### config.mk
export PLATFORM = sky130hd
export DESIGN_NAME = csg_clock_source_generator
export DESIGN_NICKNAME = d
export VERILOG_FILES = /design/src/csg_stab_wait.v /design/src/csg_clock_source_generator.v
export VERILOG_INCLUDE_DIRS = /design/src
export SDC_FILE = /design/constraint.sdc
export NUM_CORES = 1
export LEC_CHECK = 0
export BUFFER_PORTS_ARGS = -buffer_cell sky130_fd_sc_hd__buf_2
export CAP_MARGIN = 0
export CORE_ASPECT_RATIO = 0.8
export CORE_UTILIZATION = 30
export CTS_BUF_LIST = sky130_fd_sc_hd__clkbuf_8
export DETAILED_ROUTE_END_ITERATION = 12
export HOLD_SLACK_MARGIN = 0.15
export PLACE_DENSITY = 0.54
export SKIP_CTS_REPAIR_TIMING = 1
export SKIP_LAST_GASP = 1
export SYNTH_ARGS = -nofsm -noshare
export SYNTH_HDL_FRONTEND = slang
export SYNTH_HIERARCHICAL = 1
export SYNTH_SLANG_ARGS = --single-unit
### constraint.sdc
create_clock -name pclk -period 4.3 [get_ports pclk]
set_clock_uncertainty 0.05 [all_clocks]
set_input_delay 0.645 -clock pclk [delete_from_list [all_inputs] [get_ports pclk]]
set_output_delay 0.645 -clock pclk [all_outputs]
set_load 0.02 [all_outputs]
### src/csg_defines.vh
// Register map, field positions, reset values and timing figures of the clock source generator
`ifndef CSG_DEFINES_VH
`define CSG_DEFINES_VH
// Register byte offsets
`define CSG_OFS_OSC_CTRL    8'h00
`define CSG_OFS_INT_OSC_CTRL 8'h04
`define CSG_OFS_CORE_CLK    8'h08
`define CSG_OFS_PERIPH_CLK  8'h0C
`define CSG_OFS_CLK_OUT_CTRL 8'h10
`define CSG_OFS_WAIT_CTRL   8'h14
`define CSG_OFS_IRQ_STATUS  8'h18
`define CSG_OFS_IRQ_ENABLE  8'h1C
`define CSG_OFS_IRQ_CLEAR   8'h20
`define CSG_OFS_SRC_STATE   8'h24
// Source codes, also bit index in source vectors
`define CSG_SRC_INT         2'h0
`define CSG_SRC_LSC         2'h1
`define CSG_SRC_HSR         2'h2
`define CSG_SRC_EXT         2'h3
// Reset values
`define CSG_RST_EN          4'h1
`define CSG_RST_FREQ        3'h4
// Internal oscillator wait in its own clock ticks
`define CSG_INT_OSC_WAIT    18'h0_0010
// Event bit of the low-speed stop detector
`define CSG_EV_STOP         4
// Pclk period and low-speed stop timeout, in ns
`define CSG_CLK_NS          25
`define CSG_STOP_NS         200000
`endif

### src/csg_stab_wait.v
// Oscillation stabilization wait counter for one clock source
`timescale 1ns/100ps
`default_nettype none
module csg_stab_wait (
	input  wire        pclk,
	input  wire        presetn,
	input  wire        enable,
	input  wire        src_tick,
	input  wire [17:0] wait_cnt,
	output reg         stable_reg,
	output reg         done_reg
);
	reg [17:0] cnt_reg;

	// Count source ticks from enable; zero wait means pass at once
	always @(posedge pclk or negedge presetn) begin
		if (!presetn) begin
			cnt_reg    <= 18'h0_0000;
			stable_reg <= 1'b0;
			done_reg   <= 1'b0;
		end else begin
			done_reg <= 1'b0;
			if (!enable) begin
				cnt_reg    <= 18'h0_0000; // Every restart pays the full wait
				stable_reg <= 1'b0;
			end else if (!stable_reg) begin
				if (wait_cnt == 18'h0_0000) begin
					stable_reg <= 1'b1;
					done_reg   <= 1'b1;
				end else if (src_tick) begin
					if (cnt_reg + 18'h0_0001 == wait_cnt) begin
						stable_reg <= 1'b1;
						done_reg   <= 1'b1;
					end
					cnt_reg <= cnt_reg + 18'h0_0001;
				end
			end
		end
	end
endmodule // csg_stab_wait
`default_nettype wire

### src/csg_clock_source_generator.v
// Clock source generator: source enables, stabilization, clock selection, sleep control, clock output
`timescale 1ns/100ps
`default_nettype none
`include "csg_defines.vh"
module csg_clock_source_generator #(
	parameter STOP_CYC      = `CSG_STOP_NS / `CSG_CLK_NS,
	parameter LSC_WAIT_BASE = 16384,
	parameter HSR_WAIT_BASE = 1024
) (
	input  wire        pclk,
	input  wire        presetn,
	input  wire        psel,
	input  wire        penable,
	input  wire        pwrite,
	input  wire [7:0]  paddr,
	input  wire [31:0] pwdata,
	output reg  [31:0] prdata_reg,
	output reg         pready_reg,
	output reg         pslverr_reg,
	input  wire        sleep_mode,
	input  wire        internal_osc_tick,
	input  wire        low_speed_crystal_osc_tick,
	input  wire        high_speed_resonator_osc_tick,
	input  wire        external_clock_input_tick,
	output reg  [3:0]  source_enable_reg,
	output reg         lsc_boost_reg,
	output reg  [2:0]  internal_osc_freq_select_reg,
	output reg         core_bus_clock_en_reg,
	output reg         periph_clock_en_reg,
	output reg         clock_output_pin_reg,
	output reg         irq_reg
);
	// Software state
	reg [3:0]  en_reg;
	reg [3:0]  slpc_reg;
	reg        boost_en_reg;
	reg [1:0]  core_src_reg;
	reg [1:0]  core_div_reg;
	reg [1:0]  wup_src_reg;
	reg [1:0]  wup_div_reg;
	reg        wup_md_reg;
	reg [1:0]  per_src_reg;
	reg [1:0]  per_div_reg;
	reg [1:0]  fo_src_reg;
	reg [2:0]  fo_div_reg;
	reg        fo_en_reg;
	reg [1:0]  lsw_reg;
	reg [1:0]  hsw_reg;
	reg [4:0]  status_reg;
	reg [4:0]  ien_reg;
	reg [3:0]  saved_en_reg;
	reg        sleep_d_reg;
	reg        restart_reg;
	reg [15:0] stop_cnt_reg;
	reg [6:0]  core_cnt_reg;
	reg [6:0]  per_cnt_reg;
	reg [6:0]  fo_cnt_reg;
	reg [31:0] rd_next;
	reg        hit_next;

	wire [3:0]  tick;
	wire [3:0]  stable;
	wire [3:0]  done;
	wire [17:0] wait_tab [0:3];
	wire        wr_acc;
	wire        sleep_in;
	wire        sleep_out;
	wire [4:0]  irq_clr;

	assign tick = {external_clock_input_tick, high_speed_resonator_osc_tick,
		low_speed_crystal_osc_tick, internal_osc_tick};
	assign wr_acc = psel & penable & pready_reg & pwrite;
	assign sleep_in = sleep_mode & ~sleep_d_reg;
	assign sleep_out = ~sleep_mode & sleep_d_reg;
	assign irq_clr = (wr_acc && paddr == `CSG_OFS_IRQ_CLEAR) ? pwdata[4:0] : 5'h00;

	// Wait lengths in source ticks; oscillator settings scale a base
	assign wait_tab[`CSG_SRC_INT] = `CSG_INT_OSC_WAIT;
	assign wait_tab[`CSG_SRC_LSC] = LSC_WAIT_BASE[17:0] << lsw_reg;
	assign wait_tab[`CSG_SRC_HSR] = HSR_WAIT_BASE[17:0] << hsw_reg;
	assign wait_tab[`CSG_SRC_EXT] = 18'h0_0000;

	// A divided tick: one in 2**code of the source ticks
	function div_hit;
		input [6:0] cnt;
		input [2:0] code;
		begin
			div_hit = ((cnt & ((7'h01 << code) - 7'h01)) == 7'h00);
		end
	endfunction

	// Tick of a source, passed only after its wait is over
	function src_gate;
		input [1:0] src;
		input [3:0] t;
		input [3:0] s;
		begin
			src_gate = t[src] & s[src];
		end
	endfunction

	// One wait counter per source; a stop restart drops the enable for one cycle
	genvar gi;
	generate
		for (gi = 0; gi < 4; gi = gi + 1) begin : g_wait
			csg_stab_wait u_wait (
				.pclk       (pclk),
				.presetn    (presetn),
				.enable     (en_reg[gi] & ~(restart_reg & (gi == `CSG_SRC_LSC))),
				.src_tick   (tick[gi]),
				.wait_cnt   (wait_tab[gi]),
				.stable_reg (stable[gi]),
				.done_reg   (done[gi])
			);
		end
	endgenerate

	// Read mux and address decode
	always @* begin
		rd_next = 32'h0000_0000;
		hit_next = 1'b1;
		case (paddr)
			`CSG_OFS_OSC_CTRL:   rd_next = {23'h00_0000, boost_en_reg, slpc_reg, en_reg};
			`CSG_OFS_INT_OSC_CTRL: rd_next = {29'h0000_0000, internal_osc_freq_select_reg};
			`CSG_OFS_CORE_CLK:   rd_next = {23'h00_0000, wup_md_reg, wup_div_reg, wup_src_reg,
				core_div_reg, core_src_reg};
			`CSG_OFS_PERIPH_CLK: rd_next = {28'h000_0000, per_div_reg, per_src_reg};
			`CSG_OFS_CLK_OUT_CTRL: rd_next = {26'h000_0000, fo_en_reg, fo_div_reg, fo_src_reg};
			`CSG_OFS_WAIT_CTRL:  rd_next = {28'h000_0000, hsw_reg, lsw_reg};
			`CSG_OFS_IRQ_STATUS: rd_next = {27'h000_0000, status_reg};
			`CSG_OFS_IRQ_ENABLE: rd_next = {27'h000_0000, ien_reg};
			`CSG_OFS_IRQ_CLEAR:  rd_next = 32'h0000_0000; // Write-only
			`CSG_OFS_SRC_STATE:  rd_next = {23'h00_0000, sleep_d_reg, stable, source_enable_reg};
			default:             hit_next = 1'b0;
		endcase
	end

	// APB slave: one access cycle, answer prepared at setup
	always @(posedge pclk or negedge presetn) begin
		if (!presetn) begin
			pready_reg  <= 1'b0;
			prdata_reg  <= 32'h0000_0000;
			pslverr_reg <= 1'b0;
		end else begin
			pready_reg  <= psel & ~penable;
			pslverr_reg <= psel & ~penable & ~hit_next;
			if (psel && !penable && !pwrite)
				prdata_reg <= rd_next;
		end
	end

	// Control registers, with sleep entry and exit handling
	always @(posedge pclk or negedge presetn) begin
		if (!presetn) begin
			en_reg <= `CSG_RST_EN;
			slpc_reg <= 4'h0;
			boost_en_reg <= 1'b0;
			internal_osc_freq_select_reg <= `CSG_RST_FREQ;
			core_src_reg <= `CSG_SRC_INT;
			core_div_reg <= 2'h0;
			wup_src_reg <= `CSG_SRC_INT;
			wup_div_reg <= 2'h0;
			wup_md_reg <= 1'b0;
			per_src_reg <= `CSG_SRC_INT;
			per_div_reg <= 2'h0;
			fo_src_reg <= `CSG_SRC_INT;
			fo_div_reg <= 3'h0;
			fo_en_reg <= 1'b0;
			lsw_reg <= 2'h0;
			hsw_reg <= 2'h0;
			ien_reg <= 5'h00;
			saved_en_reg <= `CSG_RST_EN;
			sleep_d_reg <= 1'b0;
		end else begin
			sleep_d_reg <= sleep_mode;
			if (sleep_in) begin
				saved_en_reg <= en_reg;
				en_reg <= en_reg & ~slpc_reg;
			end else if (sleep_out) begin
				if (wup_md_reg) begin
					// Restore stopped sources and start the wake-up clock
					en_reg <= saved_en_reg | (4'h1 << wup_src_reg);
					core_src_reg <= wup_src_reg;
					core_div_reg <= wup_div_reg;
				end else begin
					// Keep states, but never leave the core source stopped
					en_reg <= en_reg | (4'h1 << core_src_reg);
				end
			end else if (wr_acc) begin
				case (paddr)
					`CSG_OFS_OSC_CTRL: begin
						en_reg <= pwdata[3:0];
						slpc_reg <= pwdata[7:4];
						boost_en_reg <= pwdata[8];
					end
					`CSG_OFS_INT_OSC_CTRL: internal_osc_freq_select_reg <= pwdata[2:0];
					`CSG_OFS_CORE_CLK: begin
						core_src_reg <= pwdata[1:0];
						core_div_reg <= pwdata[3:2];
						wup_src_reg <= pwdata[5:4];
						wup_div_reg <= pwdata[7:6];
						wup_md_reg <= pwdata[8];
					end
					`CSG_OFS_PERIPH_CLK: begin
						per_src_reg <= pwdata[1:0];
						per_div_reg <= pwdata[3:2];
					end
					`CSG_OFS_CLK_OUT_CTRL: begin
						fo_src_reg <= pwdata[1:0];
						fo_div_reg <= pwdata[4:2];
						fo_en_reg <= pwdata[5];
					end
					`CSG_OFS_WAIT_CTRL: begin
						lsw_reg <= pwdata[1:0];
						hsw_reg <= pwdata[3:2];
					end
					`CSG_OFS_IRQ_ENABLE: ien_reg <= pwdata[4:0];
					default: ien_reg <= ien_reg;
				endcase
			end
		end
	end

	// Enables to the analog cells; boost only during the startup wait
	always @(posedge pclk or negedge presetn) begin
		if (!presetn) begin
			source_enable_reg <= `CSG_RST_EN;
			lsc_boost_reg <= 1'b0;
		end else begin
			source_enable_reg <= en_reg & ~{2'h0, restart_reg, 1'b0};
			lsc_boost_reg <= boost_en_reg & en_reg[`CSG_SRC_LSC] & ~stable[`CSG_SRC_LSC];
		end
	end

	// Low-speed stop detector: no tick for the timeout restarts the oscillator
	always @(posedge pclk or negedge presetn) begin
		if (!presetn) begin
			stop_cnt_reg <= 16'h0000;
			restart_reg <= 1'b0;
		end else begin
			restart_reg <= 1'b0;
			if (!stable[`CSG_SRC_LSC] || low_speed_crystal_osc_tick || restart_reg) begin
				stop_cnt_reg <= 16'h0000;
			end else if (stop_cnt_reg == STOP_CYC[15:0] - 16'h0001) begin
				stop_cnt_reg <= 16'h0000;
				restart_reg <= 1'b1;
			end else begin
				stop_cnt_reg <= stop_cnt_reg + 16'h0001;
			end
		end
	end

	// Sticky events; a new event wins over a clear in the same cycle
	always @(posedge pclk or negedge presetn) begin
		if (!presetn) begin
			status_reg <= 5'h00;
			irq_reg <= 1'b0;
		end else begin
			status_reg <= (status_reg & ~irq_clr) | {restart_reg, done};
			irq_reg <= |(status_reg & ien_reg);
		end
	end

	// Core/bus and peripheral clock enables from selected, stable, divided ticks
	always @(posedge pclk or negedge presetn) begin
		if (!presetn) begin
			core_cnt_reg <= 7'h00;
			per_cnt_reg <= 7'h00;
			core_bus_clock_en_reg <= 1'b0;
			periph_clock_en_reg <= 1'b0;
		end else begin
			core_bus_clock_en_reg <= 1'b0;
			periph_clock_en_reg <= 1'b0;
			if (src_gate(core_src_reg, tick, stable)) begin
				core_cnt_reg <= core_cnt_reg + 7'h01;
				core_bus_clock_en_reg <= div_hit(core_cnt_reg, {1'b0, core_div_reg});
			end
			if (src_gate(per_src_reg, tick, stable)) begin
				per_cnt_reg <= per_cnt_reg + 7'h01;
				periph_clock_en_reg <= div_hit(per_cnt_reg, {1'b0, per_div_reg});
			end
		end
	end

	// Clock output pin toggles on divided ticks; low while disabled
	always @(posedge pclk or negedge presetn) begin
		if (!presetn) begin
			fo_cnt_reg <= 7'h00;
			clock_output_pin_reg <= 1'b0;
		end else if (!fo_en_reg) begin
			fo_cnt_reg <= 7'h00;
			clock_output_pin_reg <= 1'b0;
		end else if (src_gate(fo_src_reg, tick, stable)) begin
			fo_cnt_reg <= fo_cnt_reg + 7'h01;
			if (div_hit(fo_cnt_reg, fo_div_reg))
				clock_output_pin_reg <= ~clock_output_pin_reg;
		end
	end
endmodule // csg_clock_source_generator
`default_nettype wire

==> qor.yml, run 1 <==
fmax_mhz: 413
die_x_um: 225
clockPowerShare_pct: 35.0
fill_cells: 4134
multi_input_area_um2: 7380
ys.flop_type: "dfrtp_1"
areaGrowthSynthToFinish_pct: 12.3
setup.worst_path.start_class: "flip-flop"
period_needed_ps: 2420
maxCapViolations: 0
drv_slew: 0
critPathMaxFanout: 8
internal_power_mw: 2.39
min_path_type: "input port to flip-flop"
ys_types: 84
routedWlPerCell_um: 14.5
rrSetupSlack_ps: 1880
cts.path.max_buffers: 2
grt_pass1_wl_mm: 46.4
vias_per_cell: 4.75
cp.arrival_ps: 2790
status: "finished clean"
grt_pass1_vias: 8678
relSlewSlack_pct: 30.8
tritoncts: "done"
synth_cells: 1241
wl_mm: 28.2
num_vias: 9243
htreeDepth: 4
overflow: 0
dieHeight_um: 181
gp_congestion: 0.861
power_mw: 3.55
tns_ps: 0
dp_cells: 1912
period_share_pct: 56.4
hold_depth: 1
instances_no_fill: 1945
slowest_stage: "dfrtp_1"
min-delay-start: "sleep_mode"
hold_end: "sleep_d_reg"
nNetsFinal: 1456
ys_seq_area_share_pct: 37.7
initial_core_util_pct: 30.4
ant_nets: 0
clock-sinks: 180
hold_viol: 0
finalSetupViolCount: 0
reg2regPathDepth: 7
fp-row-count: 65
avgSynthCellArea_um2: 9.63
startpoint: "g_wait[0].u_wait/cnt_reg[0]"
cp_cell_sequence: "ha_1, and4b_1, o22ai_1, a2111o_1, nor4_1, o2111ai_1, a21oi_1"
antenna_found_initial: 1
max_stage_delay_ps: 480
r2r_start: "g_wait[0].u_wait/cnt_reg[0]"
synth-edff-count: 0
worstSetupEndpointType: "flip-flop"
final_cell_mix: "dfrtp_1, conb_1, xnor2_1"
final_common_cell: "dfrtp_1"
drt_iter0_markers: 687
async_reset_ff_share_pct: 100
layout-drive-gt1-share_pct: 12.7
regToRegEndpoint: "g_wait[0].u_wait/done_reg"
sequentialPowerShare_pct: 52.2
syn_area_um2: 12000
root_buffer: "clkbuf_8"
clkTransAtPathRegs_ps: 110
power_leakage_nw: 5.74
portBuffers: 49
ys_ff_latch: 180
p_switching_mw: 1.16
io_pins: 96
yosys_warnings: 6
drt_first_pass_iters: 6
peakVddDrop_mv: 0.208
cts_buffers: 17
worstSetupPathType: "flip-flop to flip-flop"
p_per_area_nw_per_um2: 264
clock_latency_ps: 500
largest_register_ffs: 72
worst_pin_slew_ps: 1040
grt_max_degree: 80
dp_hpwl_mm: 20.5
crit_required_ps: 4670
rsz0062_at_grt: "no"
combPwrFrac_pct: 12.8
dieArea_um2: 40700
antenna_cells: 0
gr-usage-all-layers_pct: 14.2
coreArea_um2: 39400
drc: 0
swShare_pct: 32.6
seq_area_um2: 4510
==> cell type report <==
class                      count  area share, %
sequential                   180           33.6
tap                          536           5.00
inverter                      29          0.811
clock buffer                  17           1.74
multi-input combinational   1113           55.0
timing repair buffer          55           2.34
clock inverter                15           1.53
==> worst max-delay path, delay by kind of cell, from the launching register on <==
| kind | cells | cell delay, ps |
|---|---|---|
| and+or+nand+nor | 2 | 580 |
| DFF | 1 | 480 |
| adders and majority gates | 1 | 390 |
| AOI/OAI and AO/OA | 4 | 860 |
==> cell usage after synthesis (all sizes together), types with 11 or more instances <==
library cell	n	share of area, %
and4	16	1.2
nor2b	28	1.5
xnor2	103	7.5
buf	63	4.2
clkbuf	26	0.82
nor4	29	1.8
o21ai	29	1.2
nor2	59	1.9
nand3	64	2.8
mux2	36	3.4
or4	11	0.72
inv	29	0.91
and2	60	3.1
a211o	11	0.87
xor2	74	5.4
nand2	77	2.4
a21oi	41	1.8
nor3b	12	0.75
and3	13	0.71
mux2i	19	1.6
nand2b	17	0.89
nand4	52	3.3
dfrtp	176	37
nor3	31	1.6
==> per-stage QoR <==
stage	hold slack [ps]	area (um^2)	utilization (%)	worst slack [ps]
floorplan	299	12600	-	2000
global placement	368	13000	33.0	1630
detailed placement	364	13000	33.0	1620
CTS	133	13400	34.1	1900
global route	231	13400	34.1	1590
finish	277	13400	34.1	1880
==> power by group through the flow <==
stage / clock [mW] / combinational [mW] / sequential, mW
2_1_floorplan: 0 / 0.324 / 1.86
3_3_place_gp: 0 / 0.451 / 1.89
3_5_place_dp: 0 / 0.453 / 1.89
4_1_cts: 1.29 / 0.456 / 1.86
5_1_grt: 1.36 / 0.508 / 1.87
6_report: 1.24 / 0.454 / 1.85
==> metal layers <==
| metal | share of wire [%] | wire, um | track usage, % | up-vias |
|---|---|---|---|---|
| met4 | 0.85 | 238 | 3.16 | 0 |
| met1 | 52 | 14700 | 21.2 | 4470 |
| li1 | - | - | - | 4592 |
| met2 | 43 | 12000 | 20.6 | 167 |
| met3 | 4.3 | 1220 | 3.21 | 14 |
| met5 | 0 | 0 | 0 | - |
==> how the worst max path moves through the flow <==
| stage | cells past startpoint | to |
|---|---|---|
| after detailed placement | 4 | lsw_reg[0] |
| after CTS | 7 | g_wait[0].u_wait/done_reg |
| after global routing | 7 | g_wait[0].u_wait/stable_reg |
| after floorplan | 6 | core_src_reg[1] |
| after global placement | 5 | slpc_reg[2] |
| final | 7 | g_wait[0].u_wait/done_reg |
==> cell families (layout without fill, tap and decap cells) <==
group | Yosys count | after routing | synth area share, %
and+or+nand+nor | 503 | 503 | 25.1
muxes | 58 | 58 | 5.55
DFF | 180 | 180 | 37.7
xor gates and xnor gates | 177 | 177 | 13.0
buffers and inverters | 118 | 116 | 5.93
other | 2 | 172 | 0.0628
AOI/OAI and AO/OA | 193 | 193 | 11.6
adders and majority gates | 10 | 10 | 1.05
Power figures use the tool's default switching activity.
==> run 2, diff against run 1 <==
==> constraint.sdc (replaced) <==
create_clock -name pclk -period 2.45 [get_ports pclk]
set_clock_uncertainty 0.05 [all_clocks]
set_input_delay 0.3675 -clock pclk [delete_from_list [all_inputs] [get_ports pclk]]
set_output_delay 0.3675 -clock pclk [all_outputs]
set_load 0.02 [all_outputs]
==> run 2 against run 1 <==
Clock power is 72% higher. Total power grew 76%. Sequential share of layout area down 0.84 points. Global-route usage is 0.16 points higher. First-iteration DRC count down 1.5%. Critical path depth is the same. Utilization increased by 0.88 points. Register-to-register slack got worse by 1700 ps. Count of clock-buffer cells in the layout up 1. Die area unchanged. Cell area is 2.6% higher. Sequential power rose by 72%. Critical endpoint unchanged. Largest cell class unchanged.
==> qor.yml, run 2 (synthesis gave the netlist of run 1 again) <==
status: "finished clean"
cts.path.max_buffers: 2
slowest_stage: "dfrtp_1"
gr-usage-all-layers_pct: 14.4
layout-drive-gt1-share_pct: 14.8
crit_required_ps: 2800
coreArea_um2: 39400
reg2regPathDepth: 7
routedWlPerCell_um: 14.3
initial_core_util_pct: 30.4
cp.depth: 7
htreeDepth: 4
power_leakage_nw: 5.93
drc: 0
ant_nets: 0
worstSetupEndpointType: "flip-flop"
antenna_cells: 0
cp.arrival_ps: 2630
min_path_type: "input port to flip-flop"
grt_pass1_vias: 8786
areaGrowthSynthToFinish_pct: 15.2
cpMostUsedCell: "o2111ai_1"
dieHeight_um: 181
fp-row-count: 65
dieArea_um2: 40700
fin_area_um2: 13800
maxCapViolations: 0
gp_congestion: 0.862
worstPathBufferInverterCount: 0
tritoncts: "done"
p_per_area_nw_per_um2: 453
die_x_um: 225
cts_buffers: 17
vias_per_cell: 4.69
grt_pass1_wl_mm: 47.0
clock-sinks: 180
period_needed_ps: 2280
nNetsFinal: 1497
fill_cells: 4068
root_buffer: "clkbuf_8"
finalSetupViolCount: 0
startpoint: "g_wait[0].u_wait/cnt_reg[0]"
r2r_start: "g_wait[0].u_wait/cnt_reg[0]"
critPathMaxFanout: 6
tns_ps: 0
peakVddDrop_mv: 0.345
overflow: 0
dp_hpwl_mm: 21.1
dpl_cell_area_um2: 13200
clock_latency_ps: 490
setup.worst_path.start_class: "flip-flop"
cp_cell_sequence: "ha_2, xnor2_1, o2111ai_1, a2111o_1, nor4_1, o2111ai_1, a21oi_1"
rrSetupSlack_ps: 170
worstSetupPathType: "flip-flop to flip-flop"
crit_path_end: "g_wait[0].u_wait/done_reg"
drv_slew: 0
largest_register_ffs: 72
max_stage_delay_ps: 470
portBuffers: 49
drt_first_pass_iters: 5
antenna_found_initial: 0
clkTransAtPathRegs_ps: 110
grt_max_degree: 61
hold_viol: 0
wl_mm: 28.3
final_common_cell: "dfrtp_1"
io_pins: 96
relSlewSlack_pct: 60.4
fmax_mhz: 439
num_vias: 9309
rsz0062_at_grt: "yes"
drt_iter0_markers: 677
final_cell_mix: "dfrtp_1, conb_1, xnor2_1"
regToRegEndpoint: "g_wait[0].u_wait/done_reg"
crit_family: "compound AO/OA/AOI/OAI gates"
period_share_pct: 93.0
worst_pin_slew_ps: 592
run 2: cell types whose count changed in the layout (fill, tap and decap cells not counted), moves of 3 or more:
cell,delta
dlygate4sd3_1,+10
ha_2,+3
buf_4,+29
clkinv_8,-5
clkinv_4,+3
ha_1,-3
run 2: power by group:
part	total [mW]	switching, mW	internal (mW)
Sequential	3.18	0.0981	3.08
Combinational	0.938	0.580	0.358
Clock	2.13	1.24	0.883
Total	6.24	1.92	4.32
run 2: worst reg2reg max path, delay by kind of cell, from the launching register on:
kind / cells / cell delay [ps]
AOI/OAI and AO/OA: 4 / 850
DFF: 1 / 470
adders and majority gates: 1 / 330
and+or+nand+nor: 1 / 320
xor gates and xnor gates: 1 / 180
run 2: how the worst min path moves through the flow:
stage / start / depth (start not counted) / end
after floorplan: presetn / 0 / boost_en_reg
after global placement: presetn / 1 / g_wait[2].u_wait/cnt_reg[6]
after detailed placement: presetn / 1 / g_wait[2].u_wait/cnt_reg[6]
after CTS: presetn / 1 / g_wait[2].u_wait/cnt_reg[6]
after global routing: pwdata[0] / 2 / ien_reg[0]
final: pwdata[1] / 3 / status_reg[1]
run 2: final cells by class:
class	count	area [um^2]	area share [%]
Inverter	29	109	0.791
Tap cell	536	671	4.87
Clock buffer	18	248	1.80
Clock inverter	14	166	1.21
Sequential cell	180	4510	32.8
Timing Repair Buffer	96	672	4.88
Multi-Input combinational cell	1113	7390	53.7
run 2: per-layer routing:
layer	share of wire, %	track usage [%]
met3	3.2	2.80
met1	53	21.6
met2	43	21.2
met4	0.86	2.83
met5	0	0
run 2: through the flow:
stage	setup slack [ps]	util [%]	hold slack, ps	cells	power, mW
2_1_floorplan	429	-	21.9	1411	3.84
3_3_place_gp	183	33.6	342	1943	4.15
3_5_place_dp	163	33.6	348	1943	4.16
4_1_cts	104	34.7	-215	1975	6.33
5_1_grt	-18.6	35.0	154	1986	6.58
6_report	172	35.0	182	1986	6.24
==> run 3, diff against run 2 <==
--- a/config.mk
+++ b/config.mk
@@ -8,12 +8,11 @@
 export LEC_CHECK = 0
 export BUFFER_PORTS_ARGS = -buffer_cell sky130_fd_sc_hd__buf_2
 export CAP_MARGIN = 0
-export CORE_ASPECT_RATIO = 0.8
 export CORE_UTILIZATION = 30
 export CTS_BUF_LIST = sky130_fd_sc_hd__clkbuf_8
 export DETAILED_ROUTE_END_ITERATION = 12
 export HOLD_SLACK_MARGIN = 0.15
-export PLACE_DENSITY = 0.54
+export PLACE_DENSITY = 0.55
 export SKIP_CTS_REPAIR_TIMING = 1
 export SKIP_LAST_GASP = 1
 export SYNTH_ARGS = -nofsm -noshare
==> constraint.sdc (replaced) <==
create_clock -name pclk -period 2 [get_ports pclk]
set_clock_uncertainty 0.05 [all_clocks]
set_input_delay 0.3 -clock pclk [delete_from_list [all_inputs] [get_ports pclk]]
set_output_delay 0.3 -clock pclk [all_outputs]
set_load 0.02 [all_outputs]
==> run 3 against run 2 <==
The flow now finishes with violations (setup timing). Sequential share of layout area shrank 2.6 points. Non-clock buffer count grew 114. Critical path type unchanged. Count of clock-buffer cells in the layout grew 3. Via count grew 5.5%. Largest cell class unchanged. Setup slack lost 230 ps. First-iteration DRC count shrank 23%. Utilization grew 3.4 points.
==> qor.yml, run 3 (synthesis gave the netlist of run 1 again) <==
maxCapViolations: 0
relSlewSlack_pct: 59.3
cts_buffers: 17
largest_register_ffs: 72
io_pins: 96
fill_cells: 3905
grt_pass1_wl_mm: 48.6
nNetsFinal: 1612
portBuffers: 49
period_needed_ps: 2060
coreArea_um2: 39000
antenna_found_initial: 1
dp_slack_ps: -118
worst_pin_slew_ps: 595
tns_ps: -157
fp-row-count: 72
setup.worst_path.start_class: "flip-flop"
grt_max_degree: 64
clock_latency_ps: 500
worstSetupPathType: "flip-flop to flip-flop"
areaGrowthSynthToFinish_pct: 25.1
clkTransAtPathRegs_ps: 100
min_path_type: "input port to flip-flop"
gr-usage-all-layers_pct: 14.8
gp_congestion: 0.872
drt_first_pass_iters: 5
overflow: 0
final_cell_mix: "conb_1, dfrtp_1, buf_4"
violations: "setup timing"
drc: 0
crit_required_ps: 2370
setup_ws_ps: -56.6
num_vias: 9820
grt_pass1_vias: 9410
root_buffer: "clkbuf_8"
critPathMaxFanout: 5
wl_mm: 30.0
status: "complete, but fails checks"
power_leakage_nw: 6.57
seq_area_um2: 4520
p_per_area_nw_per_um2: 516
tritoncts: "done"
finalSetupViolCount: 4
cp_cell_sequence: "buf_6, nand4_1, buf_4, nor3_1, a211o_2, a2111oi_4, o2111ai_2, a21boi_1"
initial_core_util_pct: 30.7
clock-sinks: 180
multi_input_area_um2: 7690
peakVddDrop_mv: 0.381
die_x_um: 202
rsz0062_at_grt: "yes"
vias_per_cell: 4.71
cp.arrival_ps: 2430
layout-drive-gt1-share_pct: 23.4
fin_util_pct: 38.4
final_common_cell: "conb_1"
ant_nets: 0
drv_slew: 0
drt_iter0_markers: 524
dieArea_um2: 40700
rrSetupSlack_ps: -60
dieHeight_um: 202
antenna_cells: 0
worstSetupEndpointType: "flip-flop"
cts.path.max_buffers: 2
htreeDepth: 4
period_share_pct: 103
hold_viol: 0
fmax_mhz: 486
routedWlPerCell_um: 14.4
dp_hpwl_mm: 21.9
worstPathBufferInverterCount: 2
max_stage_delay_ps: 410
crit_family: "compound AO/OA/AOI/OAI gates"
slowest_stage: "dfrtp_1"
## run 3: cell types whose count changed in the layout (fill, tap and decap cells not counted), moves of 3 or more
cell       delta
o2111ai_2     +4
dfrtp_2       +7
nor2b_2       +3
clkbuf_8      +3
buf_6         +8
a2111oi_4     +3
dfrtp_1       -7
nor2b_1       -4
nor4_2        +6
nor4_1        -8
o2111ai_1     -4
inv_8         -4
buf_4       +102
## run 3: final timing paths
check	startpoint	endpoint	cells after the start
max in group asynchronous	presetn	g_wait[1].u_wait/cnt_reg[4]	3
setup / recovery	g_wait[0].u_wait/cnt_reg[0]	g_wait[0].u_wait/stable_reg	8
hold / removal	pwdata[2]	status_reg[2]	3
setup reg to reg	g_wait[0].u_wait/cnt_reg[0]	g_wait[0].u_wait/stable_reg	8
min in group asynchronous	presetn	g_wait[2].u_wait/cnt_reg[6]	2
hold reg to reg	g_wait[2].u_wait/done_reg	status_reg[2]	1
## run 3: final cells by class
type | count | area share, %
Multi-Input combinational cell | 1114 | 51.4
Sequential cell | 180 | 30.2
Timing Repair Buffer | 210 | 10.7
Tap cell | 518 | 4.33
Clock buffer | 21 | 1.93
Inverter | 29 | 0.727
Clock inverter | 11 | 0.694
## run 3: worst register-to-register path: stages (launching register included)
cell	delay, ps
dfrtp_1	410
buf_6	140
nand4_1	240
buf_4	170
nor3_1	40
a211o_2	360
a2111oi_4	210
o2111ai_2	200
a21boi_1	160
## run 3: metal layers
metal  vias to the layer above  GRT usage [%]  share of wire [%]
met5                         -              0              0.043
met4                         2           5.25                1.7
met3                        33           2.72                4.0
met2                       177           23.9                 47
met1                      4712           19.8                 47
li1                       4896              -                  -
## run 3: power by group
group	switching (mW)	internal (mW)	total, mW	leakage, nW
Combinational	0.751	0.548	1.30	3.95
Sequential	0.125	3.77	3.90	2.44
Clock	1.41	1.12	2.53	0.191
Total	2.29	5.44	7.72	6.57
## run 3: per-stage QoR
stage / hold WS, ps / cells / cell area, um^2 / power (mW)
global placement: 213 / 2025 / 14000 / 5.15
global route: 152 / 2083 / 15000 / 8.14
CTS: -355 / 2057 / 14400 / 7.74
floorplan: -45.6 / 1411 / 12600 / 4.70
finish: 151 / 2083 / 15000 / 7.72
detailed placement: 216 / 2025 / 14000 / 5.17
